[config.mk]
export PLATFORM = sky130hd
export DESIGN_NAME = smbus_reg_port
export DESIGN_NICKNAME = d
export VERILOG_FILES = /design/src/logic/smbus_port_pkg.sv /design/src/logic/pin_sync.sv /design/src/logic/skid_buf.sv /design/src/logic/smbus_reg_port.sv
export VERILOG_INCLUDE_DIRS = /design/src /design/src/logic
export SDC_FILE = /design/constraint.sdc
export NUM_CORES = 1
export LEC_CHECK = 0
export ABC_AREA = 1
export BUFFER_PORTS_ARGS = -buffer_cell sky130_fd_sc_hd__buf_2
export CAP_MARGIN = 10
export CELL_PAD_IN_SITES_DETAIL_PLACEMENT = 1
export CELL_PAD_IN_SITES_GLOBAL_PLACEMENT = 1
export CORE_MARGIN = 2
export CORE_UTILIZATION = 30
export DETAILED_ROUTE_END_ITERATION = 10
export PLACE_DENSITY_LB_ADDON = 0.1
export SYNTH_ARGS = -nofsm -noshare
export SYNTH_HDL_FRONTEND = slang
export SYNTH_HIERARCHICAL = 1
export SYNTH_SLANG_ARGS = --single-unit
export TNS_END_PERCENT = 30
[constraint.sdc]
create_clock -name clk_i -period 4.88 [get_ports clk_i]
set_input_delay 0 -clock clk_i [delete_from_list [all_inputs] [get_ports clk_i]]
set_output_delay 0 -clock clk_i [all_outputs]
set_load 0.03 [all_outputs]
[src/logic/smbus_port_map.svh]
/*
  constants of the serial register port: bus address, framing and pointer reset value.
  assumes inclusion by bare name from the logic/ folder.
*/
`ifndef SMBUS_PORT_MAP_SVH
`define SMBUS_PORT_MAP_SVH
`define DEV_ADDR_7    7'h2E
`define DEV_ADDR_WR   8'h5C
`define BITS_PER_BYTE 4'h8
`define ACK_SLOT      4'h8
`define PTR_RESET     8'h00
`endif

[src/logic/smbus_port_pkg.sv]
/*
  types of the serial register port.
  uses no smbus_port_map.svh constants; the state codes are literal numbers.
*/
`default_nettype none
package smbus_port_pkg;
  typedef enum logic [2:0] {
    ST_IDLE  = 3'b000,
    ST_ADDR  = 3'b001,
    ST_WCMD  = 3'b010,
    ST_WDATA = 3'b011,
    ST_READ  = 3'b100,
    ST_IGN   = 3'b101
  } link_state_e;
endpackage
`default_nettype wire

[src/logic/pin_sync.sv]
/*
  two-stage synchroniser plus edge flags for the scl and sda pins.
  assumes pins are asynchronous to clk_i.
*/
`default_nettype none
module pin_sync (
  input  wire logic clk_i,     // system clock
  input  wire logic rst_b_i,   // async reset, low
  input  wire logic pin_i,     // raw pin level
  output logic      level_o,   // synchronised level
  output logic      rise_o,    // rising edge pulse
  output logic      fall_o     // falling edge pulse
);
  typedef struct packed {
    logic s1;
    logic s2;
    logic s3;
  } sync_s;
  sync_s q;
  sync_s next_q;
  always_comb begin
    next_q    = q;
    next_q.s1 = pin_i;
    next_q.s2 = q.s1;
    next_q.s3 = q.s2;
  end
  always_ff @(posedge clk_i or negedge rst_b_i) begin
    if (!rst_b_i) begin
      q <= '1;
    end else begin
      q <= next_q;
    end
  end
  assign level_o = q.s2;
  assign rise_o  = q.s2 & ~q.s3;
  assign fall_o  = ~q.s2 & q.s3;
endmodule
`default_nettype wire

[src/logic/skid_buf.sv]
/*
  two-entry buffer with valid/ready on both sides.
  assumes producer and consumer on clk_i.
*/
`default_nettype none
module skid_buf (
  input  wire logic       clk_i,    // system clock
  input  wire logic       rst_b_i,  // async reset, low
  input  wire logic [7:0] in_data_i,  // write data
  input  wire logic       in_valid_i, // write valid
  output logic            in_ready_o, // has room
  output logic [7:0]      out_data_o, // head data
  output logic            out_valid_o,// head valid
  input  wire logic       out_ready_i // consumer takes
);
  typedef struct packed {
    logic [1:0][7:0] mem;
    logic [1:0]      cnt;
  } buf_s;
  buf_s q;
  buf_s next_q;
  logic push;
  logic pop;
  always_comb begin
    next_q = q;
    push   = in_valid_i & (q.cnt != 2'h2);
    pop    = out_ready_i & (q.cnt != 2'h0);
    if (pop) begin
      next_q.mem[0] = q.mem[1];
    end
    if (push) begin
      if (pop) begin
        next_q.mem[q.cnt[1] ? 1 : 0] = in_data_i;
      end else begin
        next_q.mem[q.cnt[0]] = in_data_i;
      end
    end
    next_q.cnt = q.cnt + {1'b0, push} - {1'b0, pop};
  end
  always_ff @(posedge clk_i or negedge rst_b_i) begin
    if (!rst_b_i) begin
      q <= '0;
    end else begin
      q <= next_q;
    end
  end
  assign in_ready_o  = (q.cnt != 2'h2);
  assign out_valid_o = (q.cnt != 2'h0);
  assign out_data_o  = q.mem[0];
endmodule
`default_nettype wire

[src/logic/smbus_reg_port.sv]
/*
  smbus slave register port: address match, pointer, write and read byte.
  assumes the register bank sits outside, read data combinational from rd_addr_o,
  and the sda pad is open drain, resolved outside from sda_oe_o.
*/
`include "smbus_port_map.svh"
`default_nettype none
module smbus_reg_port (
  input  wire logic       clk_i,        // 200 MHz clock
  input  wire logic       rst_b_i,      // async reset, low
  input  wire logic       scl_i,        // scl pin level
  input  wire logic       sda_i,        // sda pin level
  output logic            sda_o,        // sda drive level, always 0
  output logic            sda_oe_o,     // high while pulling sda low
  output logic [7:0]      rd_addr_o,    // pointer to register bank
  input  wire logic [7:0] rd_data_i,    // register contents at pointer
  output logic [7:0]      wr_addr_o,    // write register address
  output logic [7:0]      wr_data_o,    // write data
  output logic            wr_valid_o,   // write request
  input  wire logic       wr_ready_i,   // bank accepts write
  output logic            busy_o        // addressed transfer active
);
  typedef struct packed {
    smbus_port_pkg::link_state_e st;
    logic [3:0]  bitn;
    logic [7:0]  shreg;
    logic [7:0]  ptr;
    logic        oe;
    logic        rd_nack;
    logic        busy;
    logic        wr_valid;
    logic [7:0]  wr_addr;
    logic [7:0]  wr_data;
  } port_s;

  port_s q;
  port_s next_q;

  logic scl;
  logic scl_rise;
  logic scl_fall;
  logic sda;
  logic sda_rise;
  logic sda_fall;
  logic start_ev;
  logic stop_ev;
  logic push;
  logic buf_ready;
  logic [7:0] buf_data;
  logic       buf_valid;

  pin_sync u_scl (
    .clk_i   (clk_i),
    .rst_b_i (rst_b_i),
    .pin_i   (scl_i),
    .level_o (scl),
    .rise_o  (scl_rise),
    .fall_o  (scl_fall)
  );

  pin_sync u_sda (
    .clk_i   (clk_i),
    .rst_b_i (rst_b_i),
    .pin_i   (sda_i),
    .level_o (sda),
    .rise_o  (sda_rise),
    .fall_o  (sda_fall)
  );

  // sda edges during scl high are framing, not data
  assign start_ev = sda_fall & scl;
  assign stop_ev  = sda_rise & scl;

  // address and data ride in twin buffers that push and pop together
  logic       wbuf_ready;
  logic [7:0] wbuf_addr;

  always_comb begin
    next_q   = q;
    push     = 1'b0;
    next_q.wr_valid = q.wr_valid & ~wr_ready_i;
    if (!next_q.wr_valid && buf_valid) begin
      next_q.wr_valid = 1'b1;
      next_q.wr_addr  = wbuf_addr;
      next_q.wr_data  = buf_data;
    end
    if (start_ev) begin
      // new operation, pointer untouched
      next_q.st    = smbus_port_pkg::ST_ADDR;
      // the start's own scl fall wraps this to zero
      next_q.bitn  = 4'hF;
      next_q.oe    = 1'b0;
      next_q.busy  = 1'b0;
    end else if (stop_ev) begin
      next_q.st   = smbus_port_pkg::ST_IDLE;
      next_q.oe   = 1'b0;
      next_q.busy = 1'b0;
    end else if (scl_rise && q.st != smbus_port_pkg::ST_IDLE && q.st != smbus_port_pkg::ST_IGN) begin
      if (q.bitn < `BITS_PER_BYTE) begin
        next_q.shreg = {q.shreg[6:0], sda};
      end else if (q.st == smbus_port_pkg::ST_READ) begin
        next_q.rd_nack = sda;
      end
    end else if (scl_fall && q.st != smbus_port_pkg::ST_IDLE && q.st != smbus_port_pkg::ST_IGN) begin
      next_q.oe = 1'b0;
      if (q.bitn == `ACK_SLOT) begin
        next_q.bitn = 4'h0;
        if (q.st == smbus_port_pkg::ST_READ) begin
          if (q.rd_nack) begin
            next_q.st = smbus_port_pkg::ST_IGN;
          end else begin
            next_q.oe = ~rd_data_i[7];
            next_q.shreg = rd_data_i;
          end
        end
      end else begin
        next_q.bitn = q.bitn + 4'h1;
        if (q.st == smbus_port_pkg::ST_READ && q.bitn < 4'h7) begin
          // each rise shifts left, so the next bit sits on top
          next_q.oe = ~q.shreg[7];
        end
        if (q.bitn == 4'h7) begin
          // end of eight data bits: decide acknowledge
          unique case (q.st)
            smbus_port_pkg::ST_ADDR: begin
              if (q.shreg[7:1] == `DEV_ADDR_7) begin
                next_q.oe   = 1'b1;
                next_q.busy = 1'b1;
                next_q.st   = q.shreg[0] ? smbus_port_pkg::ST_READ : smbus_port_pkg::ST_WCMD;
                next_q.rd_nack = 1'b0;
              end else begin
                next_q.st = smbus_port_pkg::ST_IGN;
              end
            end
            smbus_port_pkg::ST_WCMD: begin
              next_q.ptr = q.shreg;
              next_q.oe  = 1'b1;
              next_q.st  = smbus_port_pkg::ST_WDATA;
            end
            smbus_port_pkg::ST_WDATA: begin
              // refuse when buffer full so no word is lost
              if (buf_ready) begin
                push      = 1'b1;
                next_q.oe = 1'b1;
                next_q.st = smbus_port_pkg::ST_IGN;
              end else begin
                next_q.st = smbus_port_pkg::ST_IGN;
              end
            end
            smbus_port_pkg::ST_READ: begin
              next_q.oe = 1'b0;
            end
            default: begin
              next_q.st = smbus_port_pkg::ST_IGN;
            end
          endcase
        end
      end
    end
    // leaving ack slot after ignoring: release still happens on fall
    if (scl_fall && q.st == smbus_port_pkg::ST_IGN) begin
      next_q.oe = 1'b0;
    end
  end

  // read data launched on ack fall: first bit driven then
  // (read byte reuses the same path after a pointer write)

  always_ff @(posedge clk_i or negedge rst_b_i) begin
    if (!rst_b_i) begin
      q       <= '0;
      q.ptr   <= `PTR_RESET;
    end else begin
      q <= next_q;
    end
  end

  skid_buf u_abuf (
    .clk_i       (clk_i),
    .rst_b_i     (rst_b_i),
    .in_data_i   (q.ptr),
    .in_valid_i  (push),
    .in_ready_o  (),
    .out_data_o  (wbuf_addr),
    .out_valid_o (),
    .out_ready_i (wbuf_ready)
  );

  skid_buf u_wbuf (
    .clk_i       (clk_i),
    .rst_b_i     (rst_b_i),
    .in_data_i   (q.shreg),
    .in_valid_i  (push),
    .in_ready_o  (buf_ready),
    .out_data_o  (buf_data),
    .out_valid_o (buf_valid),
    .out_ready_i (wbuf_ready)
  );

  // pop exactly when the output register takes the head word
  assign wbuf_ready = ~(q.wr_valid & ~wr_ready_i);

  // all register access goes through these ports only
  assign sda_o      = 1'b0;
  assign sda_oe_o   = q.oe;
  assign rd_addr_o  = q.ptr;
  assign wr_addr_o  = q.wr_addr;
  assign wr_data_o  = q.wr_data;
  assign wr_valid_o = q.wr_valid;
  assign busy_o     = q.busy;
endmodule
`default_nettype wire

# Yosys cells after proc, flatten, opt, wreduce, memory -nomap -nowiden
# Index checks and enable logic that the tools add are counted.
# word_totals
out_inout_bits,28
in_bits,13
word_cells,194
ff_bits,85
# classes
n_bitwise,23
n_mux,73
addsub,5
n_eq_ne,26
n_reduce_logical,35
n_lt_le_gt_ge,10
# op_table
operator,n
$mux W8,15
$mux W11,6
$bwmux W16,4
$ge A32 B1 Y1 const B,2
$lt A32 B3 Y1 const B,2
$demux W8 S1,4
$mux W16,2
$mux W26,1
$mux W1,24
$mux W3,7
$mux W7,3
$mux W20,1
$reduce_bool A4 Y1,5
$mux W17,1
$reduce_bool A3 Y1,5
$reduce_and A7 Y1,2
$ne A2 B2 Y1 const B,6
$ne A6 B4 Y1 const B,2
$not A1 Y1,12
$reduce_and A6 Y1,2
$reduce_bool A2 Y1,6
$and A1 B1 Y1,11
$logic_and A1 B1 Y1,11
$mux W9,1
24 further kinds,37

# Depth between registers and ports, before layout
# depth
word_depth,17
ltp_mapped,15

# Modules after synthesis
# The synthesis kept the hierarchy.
# by_module_without_submodules
mod,cells_each,area_per_inst_um2,instances,seq_area_each_um2
smbus_reg_port,305,2524.9,1,1076.0
skid_buf at u_wbuf,127,982.2,1,450.4
skid_buf at u_abuf,125,955.9,1,450.4
pin_sync,7,93.8,2,78.8

# Least setup slack after synthesis
# No wires, ideal clock.
# synth_timing
kind,reg2reg
startpoint,register q[36] (netlist bit)
endpoint,register u_abuf/q[1] (netlist bit)
slack_ns,1.934
arrival_ns,2.828
path_buffers,1
stages_incl_launch_ff,15
path_cell_list,dfrtp_1 ha_1 nand2_1 nor2_1 buf_2 nand4_1 nor3_1 nand2_1 nand2_1 nand2_1 ha_1 xor2_1 inv_1 nand3_1 nand2_1
# synth_rtl
item,line_no,source
start: declaration,smbus_reg_port.sv:36,port_s q;
start signal: assignment,smbus_reg_port.sv:174,q <= next_q;
end signal: assignment,skid_buf.sv:44,q <= next_q;
end: declaration,skid_buf.sv:20,buf_s q;

==> summary.md <==
| Metric | Value |
|---|---|
| DRC violations left | `0` |
| Hold WS | `-2.87 ps` |
| Failing checks | `hold timing` |
| Period utilization | `0.537` |
| Max clock buf depth | `2` |
| Minimum clock period | `2620 ps` |
| Maximum vdd ir drop | `between 150 and 200 uV` |
| Largest net degree at the start of global routing | `47` |
| Num CTS Buffers | `9` |
| Antenna Violating Nets Remaining | `0` |
| Die H | `128 um` |
| Max Clk Rate | `382 MHz` |
| Initial Utilization | `0.307` |
| Vias | `3,499` |
| CTS tree | `yes` |
| Setup crit start kind | `flop` |
| Layout fillers | `1,821` |
| Row Count | `45` |
| Gr usage total | `0.145` |
| Core Util, Final | `0.338` |
| ANT cells | `0` |
| Placer Congestion | `0.810` |
| Critical-path cell list | `inv_1, nor2_1, nand3_2, nand2_2, nor3_1, buf_4, nand2_1, nand2_1, nand2_1, ha_1, xor2_1, inv_1, nand3_1, nand2_1` |
| Wire length of the first global-routing pass | `~19 mm` |
| Synth-to-layout area growth | `10.2%` |
| Cts hold-fix bufs | `3` |
| Avg Inst Size Synth | `8.15 um^2` |
| CTS sink count | `85` |
| Final Hold Vio Count | `1` |
| Net Count, Synth | `587` |
| Max-cap viol count | `0` |
| Number of global-route vias before repair | `3,659` |
| H-tree Lvls | `3` |
| Worst Skew | `around 8.4 ps` |
| Drt total wl | `11.0 mm` |
| Via density | `approximately 4.5` |
| Clk pin slew, worst setup/hold paths | `~60 ps` |
| CP most frequent cell | `nand2_1` |
| Clock root cell | `clkbuf_16` |
| Initial antenna violation count | `0` |
| CP endpoint kind | `flop` |
| Min-Delay Path Class | `input pin to flop` |
| Design Power | `roughly 1.9 mW` |
| P_leak | `2.71 nW` |
| RSZ-0062 raised after global routing | `no` |
| Worst-margin pin slew | `708 ps` |
| Crit path arrival time | `2840 ps` |
| Setup TNS | `0 ps` |
| Maximum fanout along the worst path | `14` |
| First-pass DRT Iterations | `4` |
| Post-cts sizing count | `0` |
| Nets | `595` |
| Port-buffer cells | `39` |
| Pwr per Cell Area | `between 300 and 400 nW/um^2` |
| Mapped Cells | `570` |
| Chip Width | `between 100 and 150 um` |
| Status | `finished, violations left` |
| Cell Area, Synth | `around 4600 um^2` |
| Worst skew pair latency | `340 ps` |
| Final setup violation count | `0` |
| Critical path data required time | `5110 ps` |
| WL/cell | `14.2 um` |
| I/O Pins | `41` |
| Grt ovf | `0` |
| Max stage delay on crit path | `~560 ps` |
| Crit-path slowest cell | `dfstp_2` |
| Iter 0 DRT Violations | `between 150 and 200` |
| Slew Limit Fails | `0` |
| Warnings, synthesis | `6` |
| Post-DP HPWL | `8.10 mm` |
| Share of cells above drive strength 1 | `0.216` |
| Critical path class | `flop to flop` |
| Die area | `roughly 17,000 um^2` |
| Core area | `15,100 um^2` |
| Slew headroom | `0.527` |
| # Post-CTS Setup Buffers | `0` |
==> final timing paths <==
check / slack, ps / end / startpoint / cells past startpoint
min in group asynchronous: 160 / u_abuf/out_data_o[3] / rst_b_i / 2
worst max-delay path: 2260 / u_abuf/q[1] / u_scl/level_o / 14
worst min register to register: 360 / u_sda/level_o / u_sda/next_q[1] / 0
max in group asynchronous: 3700 / sda_oe_o / rst_b_i / 3
worst min-delay path: -3 / q[28] / rd_data_i[0] / 5
worst max register to register: 2260 / u_abuf/q[1] / u_scl/level_o / 14
==> per-layer routing <==
| layer | up-vias | GRT usage | part of all wire |
|---|---|---|---|
| li1 | 1760 | - | - |
| met1 | 1684 | 0.188 | 0.49 |
| met2 | 45 | 0.242 | 0.47 |
| met3 | 10 | 0.0262 | 0.029 |
| met4 | 0 | 0.0562 | 0.017 |
| met5 | - | 0 | 0 |
==> where the power goes <==
part           switching [mW]  total, mW  leakage (nW)  internal [mW]
sequential             0.0634      0.811          1.01          0.748
combinational           0.168      0.242          1.53         0.0741
clock                   0.292      0.808         0.170          0.516
total                   0.523       1.86          2.71           1.34
==> placed cells by master (no fill, tap or decap), types with 2 or more instances in the layout <==
master,count
a21oi_1,5
a21oi_2,4
a31oi_1,3
buf_2,38
buf_4,4
bufinv_16,3
clkbuf_16,9
clkinv_4,2
dfrtp_1,79
dfstp_2,6
dlygate4sd3_1,3
ha_1,4
inv_1,64
inv_2,7
mux2_2,16
nand2_1,154
nand2_2,6
nand2_4,5
nand3_1,50
nand3_2,4
nand4_1,3
nor2_1,64
nor2_2,3
nor2_4,6
nor3_1,3
o211ai_1,2
o21ai_1,15
o21ai_2,9
xor2_1,3
==> cell type report <==
cell class / count / area (um^2) / share of cell area
clock buffer: 11 / 243 / 0.0474
clock inverter: 5 / 108 / 0.0210
inverter: 72 / 270 / 0.0528
multi-input combinational: 365 / 1880 / 0.367
sequential: 85 / 2130 / 0.417
tap: 188 / 235 / 0.0459
timing repair buffer: 45 / 250 / 0.0489
==> state kept, by name (all words and copies together), names as in the netlist <==
register	flops
q	16
u_abuf/q	10
u_wbuf/q	10
rd_addr_o	8
u_abuf/out_data_o	8
u_wbuf/out_data_o	8
wr_addr_o	8
wr_data_o	8
busy_o	1
sda_oe_o	1
u_scl/level_o	1
u_scl/next_q	1
u_scl/q	1
u_sda/level_o	1
u_sda/next_q	1
u_sda/q	1
wr_valid_o	1
==> stage by stage <==
stage	std cells	hold WS (ps)	setup WS [ps]	cell area (um^2)
after detailed placement	752	11.4	2260	4740
after CTS	771	0.587	2250	5120
after global routing	771	35.4	1990	5120
final	771	-2.87	2260	5120
after floorplan	570	-296	1930	4650
after global placement	752	14.4	2420	4740
==> critical path, delay by kind of cell, from the launching register on <==
kind                       cells  cell delay, ps
and+or+nand+nor                9            1280
xor gates and xnor gates       1             210
DFF                            1             560
buffers and inverters          3             310
adders and majority gates      1             160
Note: power is estimated with default switching activity, not from simulation.
